[config.mk]
export PLATFORM = sky130hd
export DESIGN_NAME = lcd_addressing_command_decoder
export DESIGN_NICKNAME = d
export VERILOG_FILES = /design/src/include/lcd_pkg.sv /design/src/design/display_ram.sv /design/src/design/lcd_addressing_command_decoder.sv
export SDC_FILE = /design/constraint.sdc
export NUM_CORES = 2
export LEC_CHECK = 0
export BUFFER_PORTS_ARGS = -buffer_cell sky130_fd_sc_hd__buf_2
export CELL_PAD_IN_SITES_DETAIL_PLACEMENT = 0
export CELL_PAD_IN_SITES_GLOBAL_PLACEMENT = 1
export CORE_ASPECT_RATIO = 1.5
export CORE_MARGIN = 10
export CORE_UTILIZATION = 59
export DETAILED_ROUTE_END_ITERATION = 12
export PLACE_DENSITY_LB_ADDON = 0.1
export SKIP_LAST_GASP = 1
export SYNTH_ARGS = -nofsm -noshare
export SYNTH_HDL_FRONTEND = slang
export SYNTH_SLANG_ARGS = --single-unit
[constraint.sdc]
create_clock -name clk -period 18.8 [get_ports clk]
set_clock_uncertainty 0.1 [all_clocks]
set_input_delay 0 -clock clk [delete_from_list [all_inputs] [get_ports clk]]
set_output_delay 0 -clock clk [all_outputs]
set_load 0.005 [all_outputs]
[src/include/lcd_pkg.sv]
package lcd_pkg;

    // display memory geometry
    localparam int       NUM_COLUMNS   = 80;
    localparam logic [6:0] LAST_COLUMN = 7'h4F;
    localparam int       NUM_PAGES     = 4;
    localparam int       NUM_COMMONS   = 16;
    localparam int       MEM_DEPTH     = NUM_PAGES * NUM_COLUMNS;
    localparam int       MEM_AW        = 9;
    localparam logic [8:0] PAGE_STRIDE = 9'h050;

    // command encodings
    localparam logic [7:0] START_MASK   = 8'hE0;
    localparam logic [7:0] START_CODE   = 8'hC0;
    localparam logic [7:0] PAGE_MASK    = 8'hFC;
    localparam logic [7:0] PAGE_CODE    = 8'hB8;
    localparam logic [7:0] COLUMN_MASK  = 8'h80;
    localparam logic [7:0] COLUMN_CODE  = 8'h00;
    localparam logic [7:0] ONE_BIT_MASK = 8'hFE;
    localparam logic [7:0] MAP_CODE     = 8'hA0;
    localparam logic [7:0] STATIC_CODE  = 8'hA4;
    localparam logic [7:0] DUTY_CODE    = 8'hA8;
    localparam logic [7:0] DISPLAY_CODE = 8'hAE;

    // reset values
    localparam logic [4:0] START_RST   = 5'h00;
    localparam logic [1:0] PAGE_RST    = 2'h3;
    localparam logic [6:0] COLUMN_RST  = 7'h00;
    localparam logic       MAP_RST     = 1'b0;
    localparam logic       STATIC_RST  = 1'b0;
    localparam logic       DUTY_RST    = 1'b1;
    localparam logic       DISPLAY_RST = 1'b0;

    // status byte layout
    localparam int ST_BUSY_BIT  = 7;
    localparam int ST_MAP_BIT   = 6;
    localparam int ST_OFF_BIT   = 5;
    localparam int ST_RESET_BIT = 4;

    // row scan timing
    localparam int ROW_PERIOD_NS   = 4000;
    localparam int CLK_PERIOD_NS   = 4;
    localparam logic [11:0] ROW_TICK_CYCLES = 12'(ROW_PERIOD_NS / CLK_PERIOD_NS);

    typedef struct packed {
        logic       chip_enable;
        logic       command_data_select;
        logic       enable_read_strobe;
        logic       read_write_select;
        logic [7:0] data;
    } host_pins_s;

    typedef struct packed {
        logic [4:0] first_row_pointer;
        logic [1:0] memory_page_pointer;
        logic [6:0] memory_column_pointer;
        logic       segment_order_select;
        logic       low_power_hold;
        logic       duty_32;
        logic       display_on;
    } config_s;

endpackage

[src/design/display_ram.sv]
`timescale 1ns/1ps
module display_ram
    import lcd_pkg::*;
(
    input  wire logic              clk,
    input  wire logic [1:0]        a_page,
    input  wire logic [6:0]        a_column,
    input  wire logic              a_write,
    input  wire logic [7:0]        a_wdata,
    output logic      [7:0]        a_rdata,
    input  wire logic [1:0]        b_page,
    input  wire logic [6:0]        b_column,
    output logic      [7:0]        b_rdata
);

    logic [7:0]        mem [MEM_DEPTH];
    logic [MEM_AW-1:0] a_index;
    logic [MEM_AW-1:0] b_index;

    // page times 80 plus column, no holes in the array
    assign a_index = MEM_AW'(a_page * PAGE_STRIDE) + MEM_AW'(a_column);
    assign b_index = MEM_AW'(b_page * PAGE_STRIDE) + MEM_AW'(b_column);

    always_ff @(posedge clk) begin
        if (a_write) begin
            mem[a_index] <= a_wdata;
        end
        a_rdata <= mem[a_index];
        b_rdata <= mem[b_index];
    end

endmodule

[src/design/lcd_addressing_command_decoder.sv]
// Overview of operation
// host writes commands with select low, read strobe high, write select low.
// a 5-bit start row picks the memory row shown on the first common.
// later commons take following rows, wrapping in a 32 or 16 row block.
// codes C0..DF load their low five bits into the start row pointer.
// memory is four pages of eight rows by 80 byte columns.
// host sets the page pointer before touching display memory.
// codes B8..BB load their low two bits into the page pointer.
// column pointer steps by one after every finished memory read or write.
// column 79 steps back to zero.
// codes with bit 7 clear load the column pointer, legal 0..79.
// reversed order sends column 79 to the first segment, else column 0.
// codes A0 and A1 store bit 0 as the segment order select.
// low power hold stops the internal clock and suspends logic switching.
// display off with hold on puts all drive outputs at supply, keeps state.
// codes A4 and A5 store bit 0 as the low power hold.
// host should also switch off the external bias transistor in hold.
// only the first sixteen commons are driven by this chip.
// duty bit set gives a 32 row block, clear gives 16.
// status read gives busy, mapping, display off, reset high, zeros low.
// unknown command codes change nothing.
// column stepping follows data transfers only, never commands.
`timescale 1ns/1ps
module lcd_addressing_command_decoder
    import lcd_pkg::*;
(
    input  wire logic                   clk,
    input  wire logic                   rst_b,
    input  wire host_pins_s             host_in,
    output logic      [7:0]             data_out,
    output logic                        data_oe,
    output logic      [NUM_COMMONS-1:0] common_out,
    output logic      [NUM_COLUMNS-1:0] segment_out,
    output logic                        outputs_at_supply,
    output logic                        oscillator_output_pin,
    output logic                        oscillator_output_oe,
    output logic                        low_power_active
);

    typedef enum logic [1:0] {
        SCAN_WAIT,
        SCAN_READ,
        SCAN_SHIFT
    } scan_e;

    // reset release
    logic [1:0] rst_sync_q;
    logic       rst_n;

    always_ff @(posedge clk or negedge rst_b) begin
        if (!rst_b) begin
            rst_sync_q <= 2'h0;
        end else begin
            rst_sync_q <= {rst_sync_q[0], 1'b1};
        end
    end
    assign rst_n = rst_sync_q[1];

    // host pins: three stages, a change counts once stages two and three agree
    host_pins_s pins_s1_q;
    host_pins_s pins_s2_q;
    host_pins_s pins_s3_q;
    host_pins_s pins_q;
    host_pins_s pins_prev_q;

    always_ff @(posedge clk or negedge rst_n) begin
        if (!rst_n) begin
            pins_s1_q   <= '0;
            pins_s2_q   <= '0;
            pins_s3_q   <= '0;
            pins_q      <= '0;
            pins_prev_q <= '0;
        end else begin
            pins_s1_q   <= host_in;
            pins_s2_q   <= pins_s1_q;
            pins_s3_q   <= pins_s2_q;
            pins_prev_q <= pins_q;
            if (pins_s2_q == pins_s3_q) begin
                pins_q <= pins_s3_q;
            end
        end
    end

    // strobe phases: write is strobe high with write select low, read the reverse
    logic write_now;
    logic write_was;
    logic read_now;
    logic read_was;
    logic write_end;
    logic read_end;
    logic cmd_write;
    logic data_write;
    logic data_read_end;
    logic [7:0] bus_byte;

    assign write_now     = pins_q.chip_enable & pins_q.enable_read_strobe & ~pins_q.read_write_select;
    assign write_was     = pins_prev_q.chip_enable & pins_prev_q.enable_read_strobe
                           & ~pins_prev_q.read_write_select;
    assign read_now      = pins_q.chip_enable & ~pins_q.enable_read_strobe & pins_q.read_write_select;
    assign read_was      = pins_prev_q.chip_enable & ~pins_prev_q.enable_read_strobe
                           & pins_prev_q.read_write_select;
    // data sampled while the strobe was still active, so hold time is not needed
    assign bus_byte      = pins_prev_q.data;
    assign write_end     = write_was & ~write_now;
    assign read_end      = read_was & ~read_now;
    assign cmd_write     = write_end & ~pins_prev_q.command_data_select;
    assign data_write    = write_end & pins_prev_q.command_data_select;
    assign data_read_end = read_end & pins_prev_q.command_data_select;

    // command decode
    logic is_start;
    logic is_page;
    logic is_column;
    logic is_map;
    logic is_static;
    logic is_duty;
    logic is_display;
    logic column_legal;

    assign is_start     = cmd_write & ((bus_byte & START_MASK) == START_CODE);
    assign is_page      = cmd_write & ((bus_byte & PAGE_MASK) == PAGE_CODE);
    assign column_legal = bus_byte[6:0] <= LAST_COLUMN;
    assign is_column    = cmd_write & ((bus_byte & COLUMN_MASK) == COLUMN_CODE) & column_legal;
    assign is_map       = cmd_write & ((bus_byte & ONE_BIT_MASK) == MAP_CODE);
    assign is_static    = cmd_write & ((bus_byte & ONE_BIT_MASK) == STATIC_CODE);
    assign is_duty      = cmd_write & ((bus_byte & ONE_BIT_MASK) == DUTY_CODE);
    assign is_display   = cmd_write & ((bus_byte & ONE_BIT_MASK) == DISPLAY_CODE);

    // configuration registers
    config_s    cfg_q;
    config_s    cfg_d;
    logic [6:0] column_next;
    logic       column_step;

    assign column_step = data_write | data_read_end;
    assign column_next = (cfg_q.memory_column_pointer == LAST_COLUMN) ? 7'h00
                         : cfg_q.memory_column_pointer + 7'h01;

    always_comb begin
        // anything not decoded falls through unchanged
        cfg_d = cfg_q;
        if (is_start) begin
            cfg_d.first_row_pointer = bus_byte[4:0];
        end
        if (is_page) begin
            cfg_d.memory_page_pointer = bus_byte[1:0];
        end
        if (is_column) begin
            cfg_d.memory_column_pointer = bus_byte[6:0];
        end else if (column_step) begin
            cfg_d.memory_column_pointer = column_next;
        end
        if (is_map) begin
            cfg_d.segment_order_select = bus_byte[0];
        end
        if (is_static) begin
            cfg_d.low_power_hold = bus_byte[0];
        end
        if (is_duty) begin
            cfg_d.duty_32 = bus_byte[0];
        end
        if (is_display) begin
            cfg_d.display_on = bus_byte[0];
        end
    end

    always_ff @(posedge clk or negedge rst_n) begin
        if (!rst_n) begin
            cfg_q <= '{START_RST, PAGE_RST, COLUMN_RST, MAP_RST, STATIC_RST, DUTY_RST, DISPLAY_RST};
        end else begin
            cfg_q <= cfg_d;
        end
    end

    // status flags
    // busy only informs the host; accesses during busy are still taken
    logic       busy_q;
    logic       resetting_q;
    logic [7:0] status_byte;

    always_ff @(posedge clk or negedge rst_n) begin
        if (!rst_n) begin
            busy_q      <= 1'b1;
            resetting_q <= 1'b1;
        end else begin
            resetting_q <= 1'b0;
            busy_q      <= write_end | read_end;
        end
    end

    always_comb begin
        status_byte               = 8'h00;
        status_byte[ST_BUSY_BIT]  = busy_q | resetting_q;
        status_byte[ST_MAP_BIT]   = cfg_q.segment_order_select;
        status_byte[ST_OFF_BIT]   = ~cfg_q.display_on;
        status_byte[ST_RESET_BIT] = resetting_q;
    end

    // display memory, host port on the page and column pointers
    logic [7:0] host_rdata;
    logic [7:0] scan_rdata;
    logic [1:0] scan_page;
    logic [6:0] scan_column;

    display_ram u_ram (
        .clk      (clk),
        .a_page   (cfg_q.memory_page_pointer),
        .a_column (cfg_q.memory_column_pointer),
        .a_write  (data_write),
        .a_wdata  (bus_byte),
        .a_rdata  (host_rdata),
        .b_page   (scan_page),
        .b_column (scan_column),
        .b_rdata  (scan_rdata)
    );

    // read data out of a flop, bus driven only while a read strobe is held
    always_ff @(posedge clk or negedge rst_n) begin
        if (!rst_n) begin
            data_out <= 8'h00;
        end else begin
            data_out <= pins_q.command_data_select ? host_rdata : status_byte;
        end
    end
    assign data_oe = read_now;

    // row clock: the divider freezes in hold, which stops all scanning
    logic [11:0] tick_cnt_q;
    logic        row_tick;
    logic        scan_run;
    logic        osc_q;

    assign scan_run = ~cfg_q.low_power_hold;
    assign row_tick = scan_run & (tick_cnt_q == ROW_TICK_CYCLES - 12'h001);

    always_ff @(posedge clk or negedge rst_n) begin
        if (!rst_n) begin
            tick_cnt_q <= 12'h000;
            osc_q      <= 1'b0;
        end else if (scan_run) begin
            tick_cnt_q <= row_tick ? 12'h000 : tick_cnt_q + 12'h001;
            if (row_tick) begin
                osc_q <= ~osc_q;
            end
        end
    end

    // oscillator pin floats while held
    assign oscillator_output_pin = osc_q;
    assign oscillator_output_oe  = scan_run;
    assign low_power_active      = cfg_q.low_power_hold;

    // row scan
    scan_e                  scan_q;
    logic [3:0]             com_idx_q;
    logic [6:0]             seg_idx_q;
    logic [NUM_COLUMNS-1:0] seg_buf_q;
    logic [4:0]             row_sum;
    logic [4:0]             scan_row;
    logic                   scan_bit;
    logic [NUM_COLUMNS-1:0] row_bits;

    // 16 row duty wraps inside the half the start row lies in
    assign row_sum  = 5'(cfg_q.first_row_pointer + {1'b0, com_idx_q});
    assign scan_row = cfg_q.duty_32 ? row_sum
                      : {cfg_q.first_row_pointer[4], row_sum[3:0]};
    assign scan_page   = scan_row[4:3];
    assign scan_column = cfg_q.segment_order_select ? LAST_COLUMN - seg_idx_q
                         : seg_idx_q;

    // the bit being shifted joins the buffer here, so the latch sees the whole row
    assign scan_bit = scan_rdata[scan_row[2:0]];
    for (genvar i = 0; i < NUM_COLUMNS; i++) begin : g_row_bit
        assign row_bits[i] = (seg_idx_q == 7'(i)) ? scan_bit : seg_buf_q[i];
    end

    always_ff @(posedge clk or negedge rst_n) begin
        if (!rst_n) begin
            scan_q    <= SCAN_WAIT;
            seg_idx_q <= 7'h00;
            seg_buf_q <= '0;
        end else if (scan_run) begin
            unique case (scan_q)
                SCAN_WAIT: begin
                    seg_idx_q <= 7'h00;
                    if (row_tick) begin
                        scan_q <= SCAN_READ;
                    end
                end
                SCAN_READ: begin
                    scan_q <= SCAN_SHIFT;
                end
                SCAN_SHIFT: begin
                    seg_buf_q <= row_bits;
                    if (seg_idx_q == LAST_COLUMN) begin
                        scan_q <= SCAN_WAIT;
                    end else begin
                        seg_idx_q <= seg_idx_q + 7'h01;
                        scan_q    <= SCAN_READ;
                    end
                end
                default: begin
                    // the spare state code falls back to idle
                    scan_q <= SCAN_WAIT;
                end
            endcase
        end
    end

    // latch a finished row onto the drivers; only sixteen commons exist here
    logic                   row_done;
    logic [NUM_COMMONS-1:0] com_q;
    logic [NUM_COLUMNS-1:0] seg_q;

    assign row_done = scan_run & (scan_q == SCAN_SHIFT) & (seg_idx_q == LAST_COLUMN);

    always_ff @(posedge clk or negedge rst_n) begin
        if (!rst_n) begin
            com_q     <= '0;
            com_idx_q <= 4'h0;
        end else if (row_done) begin
            com_q     <= NUM_COMMONS'(1) << com_idx_q;
            com_idx_q <= com_idx_q + 4'h1;
        end
    end

    // one process owns the common index, so the scan never races it
    always_ff @(posedge clk or negedge rst_n) begin
        if (!rst_n) begin
            seg_q <= '0;
        end else if (row_done) begin
            seg_q <= row_bits;
        end
    end

    // blanking: display off forces supply level, registers and memory untouched
    assign outputs_at_supply = ~cfg_q.display_on;
    assign common_out        = cfg_q.display_on ? com_q : '0;
    assign segment_out       = cfg_q.display_on ? seg_q : '0;

endmodule

Word level (Yosys, flattened, before mapping)
Memories as Yosys holds them, arrays and structs flattened. A register that Yosys moved wholly into a read port is not among the register bits.
Cells that the tools add are included.
Cells by class
  $add $sub $neg: 8
  $mul: 2
  magnitude comparators: 2
  eq/ne operators: 92
  shift operators: 1
  multiplexer cells: 98
  bitwise logic cells: 37
  reductions and logical operators: 9
Operators by type and width (count)
  equality test 7 x 6 -> 1 bit, second input constant: 32
  equality test 7 bit, second input constant: 21
  equality test 7 x 5 -> 1 bit, second input constant: 16
  two-way mux 1 bit: 84
  two-way mux 80 bit: 1
  equality test 7 x 4 -> 1 bit, second input constant: 8
  two-way mux 7 bit: 5
  equality test 7 x 3 -> 1 bit, second input constant: 4
  bitwise AND 1 bit: 24
  adder 9 x 7 -> 9 bit: 2
  two-way mux 16 bit: 1
  << shifter 1 x 4 -> 16 bit, first input constant: 1
  adder 7 x 1 -> 7 bit, second input constant: 2
  equality test 7 x 2 -> 1 bit, second input constant: 2
  one-hot mux 7 bit (2 select lines): 1
  adder 12 x 1 -> 12 bit, second input constant: 1
  equality test 12 x 10 -> 1 bit, second input constant: 1
  equality test 12 bit: 1
  two-way mux 12 bit: 1
  multiplier 2 x 3 -> 5 bit, second input constant: 2
  inverter 1 bit: 10
  zero test 8 bit: 1
  two-way mux 8 bit: 1
  equality test 7 x 1 -> 1 bit, second input constant: 1
  20 further kinds: 26
Word-level totals
  flip-flop bits (word level): 292
  memory bits (writable): 2560
  logic and storage cells: 294
  memories: 1
Memory list
  u_ram.mem: words 320, width 8, read ports 2, clocked after memory_dff 2, wr ports 1, line display_ram.sv:16  | logic [7:0] mem [MEM_DEPTH];

Depth between registers and ports, before layout
  word-level depth: 9
  mapped depth: 18
  gate-level depth less buffers: 16

Cells and area by module
A second synthesis with hierarchy kept.
Second synthesis, totals
  cell total of the unflattened synthesis: 6948
  area, all modules: 132253.1 um2
By module, submodules not included
  display_ram: times used 1, cells each 5721, area an instance 119554.7 um2
  lcd_addressing_command_decoder: times used 1, cells each 1227, area an instance 12698.4 um2

Worst setup path before layout
OpenSTA, ideal clock, no wires.
  path kind: register to register
  from: reg pins_prev_q, in the netlist bus_byte[4]
  to: reg cfg_q[4] (netlist name)
  setup time: 0.134 ns
  data arrival time: 5.559 ns
  setup slack: 13.007 ns
  cell stages (with the launch flop): 4
  period minus slack after synthesis: 5.793 ns
  cells stage by stage: dfrtp_1 -> o21ai_0 -> nor4b_1 -> a221o_1
On the way
  word-level cells in the longest chain between the ends: 3
  elaborated cells between the ends (all ways): 4
  those cells by class: order compare (1); mux (1); bitwise (1); reduce/logical (1)
RTL lines
  start: declaration: line lcd_addressing_command_decoder.sv:64  | host_pins_s pins_prev_q;
  start signal: assignment: line lcd_addressing_command_decoder.sv:77  | pins_prev_q <= pins_q;
  <= comparator 7 bit *: line lcd_addressing_command_decoder.sv:122  | assign column_legal = bus_byte[6:0] <= LAST_COLUMN;
  bitwise AND 1 bit *: line lcd_addressing_command_decoder.sv:123  | assign is_column = cmd_write & ((bus_byte & COLUMN_MASK) == COLUMN_CODE) & column_legal;
  two-way mux 7 bit / nonzero test 2 bit (equally long branches)
  end signal: assignment: line lcd_addressing_command_decoder.sv:169  | cfg_q <= '{START_RST, PAGE_RST, COLUMN_RST, MAP_RST, STATIC_RST, DUTY_RST, DISPLAY_RST};
  end signal: assignment: line lcd_addressing_command_decoder.sv:171  | cfg_q <= cfg_d;
  end: declaration: line lcd_addressing_command_decoder.sv:130  | config_s cfg_q;
Every way passes the cells marked *; elsewhere a longest branch is shown, timed or not.
A chain may end at the register's enable or synchronous reset.

Final worst setup path
  from: reg cfg_q[5] (netlist name)
  to: reg u_ram.a_rdata[4], read port of u_ram.mem
On the way
  word-level cells in the longest chain between the ends: 1
RTL lines
  adder 9 x 7 -> 9 bit: line display_ram.sv:21  | assign a_index = MEM_AW'(a_page * PAGE_STRIDE) + MEM_AW'(a_column);
  end: declaration: line display_ram.sv:10  | output logic [7:0] a_rdata,
No other way between the ends.

==> results.py <==
metrics = {
    "final_layout": {
        "fin_nets": 8413,
        "n_fill_cell": 16050,
        "area_delta_synth_final_pct": 8.896,
        "drive_gt1_share_pct": 23.77,
        "fin_util_pct": 64.68,
    },
    "global_route": {
        "grt_usage_pct": 37.88,
        "grt_max_degree": 201,
        "grt_pass1_vias": 88350,
        "overflow": 0,
        "grt_antenna_before_repair": 44,
        "grt_pass1_wl_um": 675000,
    },
    "floorplan": {
        "num_rows": 216,
        "die_x_um": 413.8,
        "dieArea_mm2": 0.2527,
        "start_util_pct": 59.39,
        "num_io_pins": 123,
        "die_h_um": 610.7,
        "core_area_mm2": 0.2311,
    },
    "run": {
        "drv_cap": 3,
    },
    "yosys": {
        "synthCells": 8468,
        "avgSynthCellArea_um2": 16.21,
        "synth_seq_cells": 2867,
        "synth_fp_nets": 8515,
        "syn_area_mm2": 0.1372,
        "synth_edf_count": 2560,
        "synth_flop_cell": "edfxtp_1",
        "yosysSeqAreaShare_pct": 61.56,
        "yosysUniqueCellTypes": 93,
        "synth_warnings": 0,
        "synthArstFlopShare_pct": 10.15,
    },
    "critical_path": {
        "crit_required_ns": 19.46,
        "r2r_slack_ns": 11.42,
        "cp.arrival_ns": 8.04,
        "cp-start-kind": "flip-flop",
        "r2r_start": "cfg_q[5]$_DFFE_PN0P_",
        "rr_worst_depth": 10,
        "r2r-end": "u_ram.a_rdata[4]$_DFF_P_",
        "timing_worst_setup_path_type": "flip-flop to flip-flop",
        "worstPathMaxFanout": 121,
        "critPathCaptureType": "flip-flop",
    },
    "placed_design": {
        "preCtsSetupSlack_ns": 11.80,
        "numPortBuffers": 122,
        "hpwl_um": 298700,
        "place.gp.congestion": 0.9776,
    },
    "clock_tree": {
        "clockBufferDepth": 4,
        "worstSkewPairLatency_ns": 0.92,
        "cts.clk_slew.worst_paths_ns": 0.06,
        "cts_max_level": 5,
        "cts_buffers": 283,
        "postCtsResizedCells": 0,
        "hold_buffers": 27,
        "root_buffer": "clkbuf_16",
        "cts_tree": "built",
        "cts_setup_buffers": 0,
        "cts_sinks": 2867,
    },
    "detailed_routing": {
        "viasPerCell": 7.774,
        "wire_per_inst_um": 41.50,
        "drt_pass1_iterations": 8,
        "drc": 0,
        "vias": 90630,
        "wirelength_um": 483900,
        "ant_nets": 0,
        "drt-initial-drc-count": 14780,
    },
    "hold_path": {
        "hold_path_end": "pins_s1_q[2]$_DFF_PN0_",
        "min_path_cells": 3,
        "hold_start": "host_in[2]",
        "hp-class": "primary input to flip-flop",
    },
    "timing": {
        "slew_violations": 16,
        "finalHoldViolations": 0,
        "period_share_pct": 39.26,
        "relSlewSlack_pct": -7.352,
        "fmax_ghz": 0.1355,
        "timing.final.crit_period_ns": 7.381,
        "final.setup.tns_ns": 0,
        "layout_setup_ws_ns": 11.42,
        "finalSetupViolations": 0,
        "tightest_slew_ns": 1.593,
        "rsz0062_at_grt": "no",
    },
    "run_status": {
        "status": "finished, violations left",
        "violations": "max-capacitance violations, max-slew violations",
    },
    "power_and_ir_drop": {
        "leakage_nw": 51.84,
        "ir_drop_uv": 93.15,
        "power-per-cell-area_mw_per_mm2": 85.11,
    },
}
[cell usage after synthesis (66+ instances only)]
cell      count  area share (%)
a21oi_1     279             1.0
dfrtp_1     286             5.2
mux4_2     1128              19
buf_1        66            0.18
clkbuf_1    384             1.1
nand3_1     242            0.88
nor2_1      430             1.2
nand2_1     693             1.9
mux2i_1     245             1.8
edfxtp_1   2560              56
and2_1      120            0.55
o221ai_1    263             1.7
o22ai_1     173            0.79
buf_2       196            0.71
a221oi_1     66            0.42
a21o_1       80            0.44
a31oi_1     211            0.96
a311oi_1     87            0.56
o21ai_0     232            0.85
[cell type report]
| class | count | area [um^2] | share of cell area [%] |
|---|---|---|---|
| Tap cell | 3052 | 3819 | 2.555 |
| Inverter | 28 | 107.6 | 0.07200 |
| Clock inverter | 128 | 1325 | 0.8866 |
| Timing Repair Buffer | 403 | 3105 | 2.078 |
| Sequential cell | 2867 | 84540 | 56.57 |
| Multi-Input combinational cell | 4783 | 48630 | 32.54 |
| Clock buffer | 372 | 7859 | 5.259 |
| Antenna cell | 25 | 62.56 | 0.04186 |
[layer usage]
metal / global-route usage (%) / vias to the layer above / share of wire, %
li1: - / 34810 / -
met1: 45.30 / 46250 / 31
met2: 57.21 / 7564 / 46
met3: 11.37 / 1970 / 13
met4: 30.05 / 44 / 10
met5: 0 / - / 0.058
[where the power goes]
part	internal, mW	leakage (nW)	total, mW	switching (mW)
combinational	0.00843	14.9	0.0453	0.0369
sequential	6.87	32.5	6.88	0.00896
clock	3.31	4.47	5.79	2.49
total	10.2	51.8	12.7	2.53
[how the worst max path moves through the flow]
stage | start | endpoint | slack, ns | cells after the start
floorplan | rst_sync_q[1]$_DFF_PN0_ | bus_byte[0]$_DFF_PN0_ | 10.0 | 0
global placement | cfg_q[5]$_DFFE_PN0P_ | u_ram.a_rdata[1]$_DFF_P_ | 11.53 | 9
detailed placement | cfg_q[5]$_DFFE_PN0P_ | u_ram.a_rdata[4]$_DFF_P_ | 11.80 | 10
CTS | cfg_q[5]$_DFFE_PN0P_ | u_ram.a_rdata[4]$_DFF_P_ | 11.79 | 10
global route | cfg_q[5]$_DFFE_PN0P_ | u_ram.a_rdata[4]$_DFF_P_ | 11.48 | 10
finish | cfg_q[5]$_DFFE_PN0P_ | u_ram.a_rdata[4]$_DFF_P_ | 11.42 | 10
[registers in the layout (all words and copies together), names as in the netlist, 2 cells and up]
name	cells
data_out	8
u_ram.b_rdata	8
pins_s2_q	12
cfg_q	17
pins_q	12
bus_byte	8
rst_sync_q	2
u_ram.mem	2560
scan_q	2
com_q	16
seg_q	80
seg_buf_q	79
pins_prev_q	4
com_idx_q	4
u_ram.a_rdata	8
tick_cnt_q	12
pins_s1_q	12
seg_idx_q	7
pins_s3_q	12
[per-stage QoR]
stage	instances	power, mW	hold slack (ns)	instance area [um^2]
after floorplan	8468	7.040	-0.3956	137200
after global placement	11100	7.055	-0.3127	139900
after detailed placement	11110	7.057	-0.3099	139900
after CTS	11630	12.73	0.1722	149300
after global routing	11640	12.97	0.2041	149400
final	11660	12.72	0.1893	149400
[cells by family (layout without fill, tap and decap cells)]
family                   count (synthesis)  after routing  share of synthesized area [%]
buffers and inverters                  818            931                          3.260
adder cells (fa/ha/maj)                 33             33                         0.3118
AND/OR/NAND/NOR                       1670           1670                          5.350
flip-flops                            2867           2867                          61.56
AO/OA/AOI/OAI                         1584           1584                          7.875
multiplexers                          1448           1448                          21.31
XOR/XNOR                                46             46                         0.3319
other                                    2             27                       0.005472
[worst max-delay path: stages (launching register included)]
cell	delay, ns
dfrtp_4	1.04
buf_4	0.82
buf_4	0.72
buf_4	0.68
buf_12	0.57
mux4_2	0.45
mux4_2	0.54
mux4_2	0.63
mux2i_1	0.33
o21ai_0	0.41
or4_1	0.53
[cells in the final DEF, fill, tap and decap left out, types with 57 or more instances in the layout]
cell type and instances:
a21o_1 80, o221ai_1 263, nor2_1 416, clkbuf_1 61, and2_1 118, a21oi_1 279, clkbuf_16 298, a221oi_1 66
mux2i_1 244, a311oi_1 87, dfrtp_1 269, buf_4 228, edfxtp_1 2560, a31oi_1 210, o22ai_1 173, nand2_1 689
buf_2 123, mux4_2 1128, nand3_1 226, o21ai_0 231, a22oi_1 57
(Power assumes the default switching activity.)
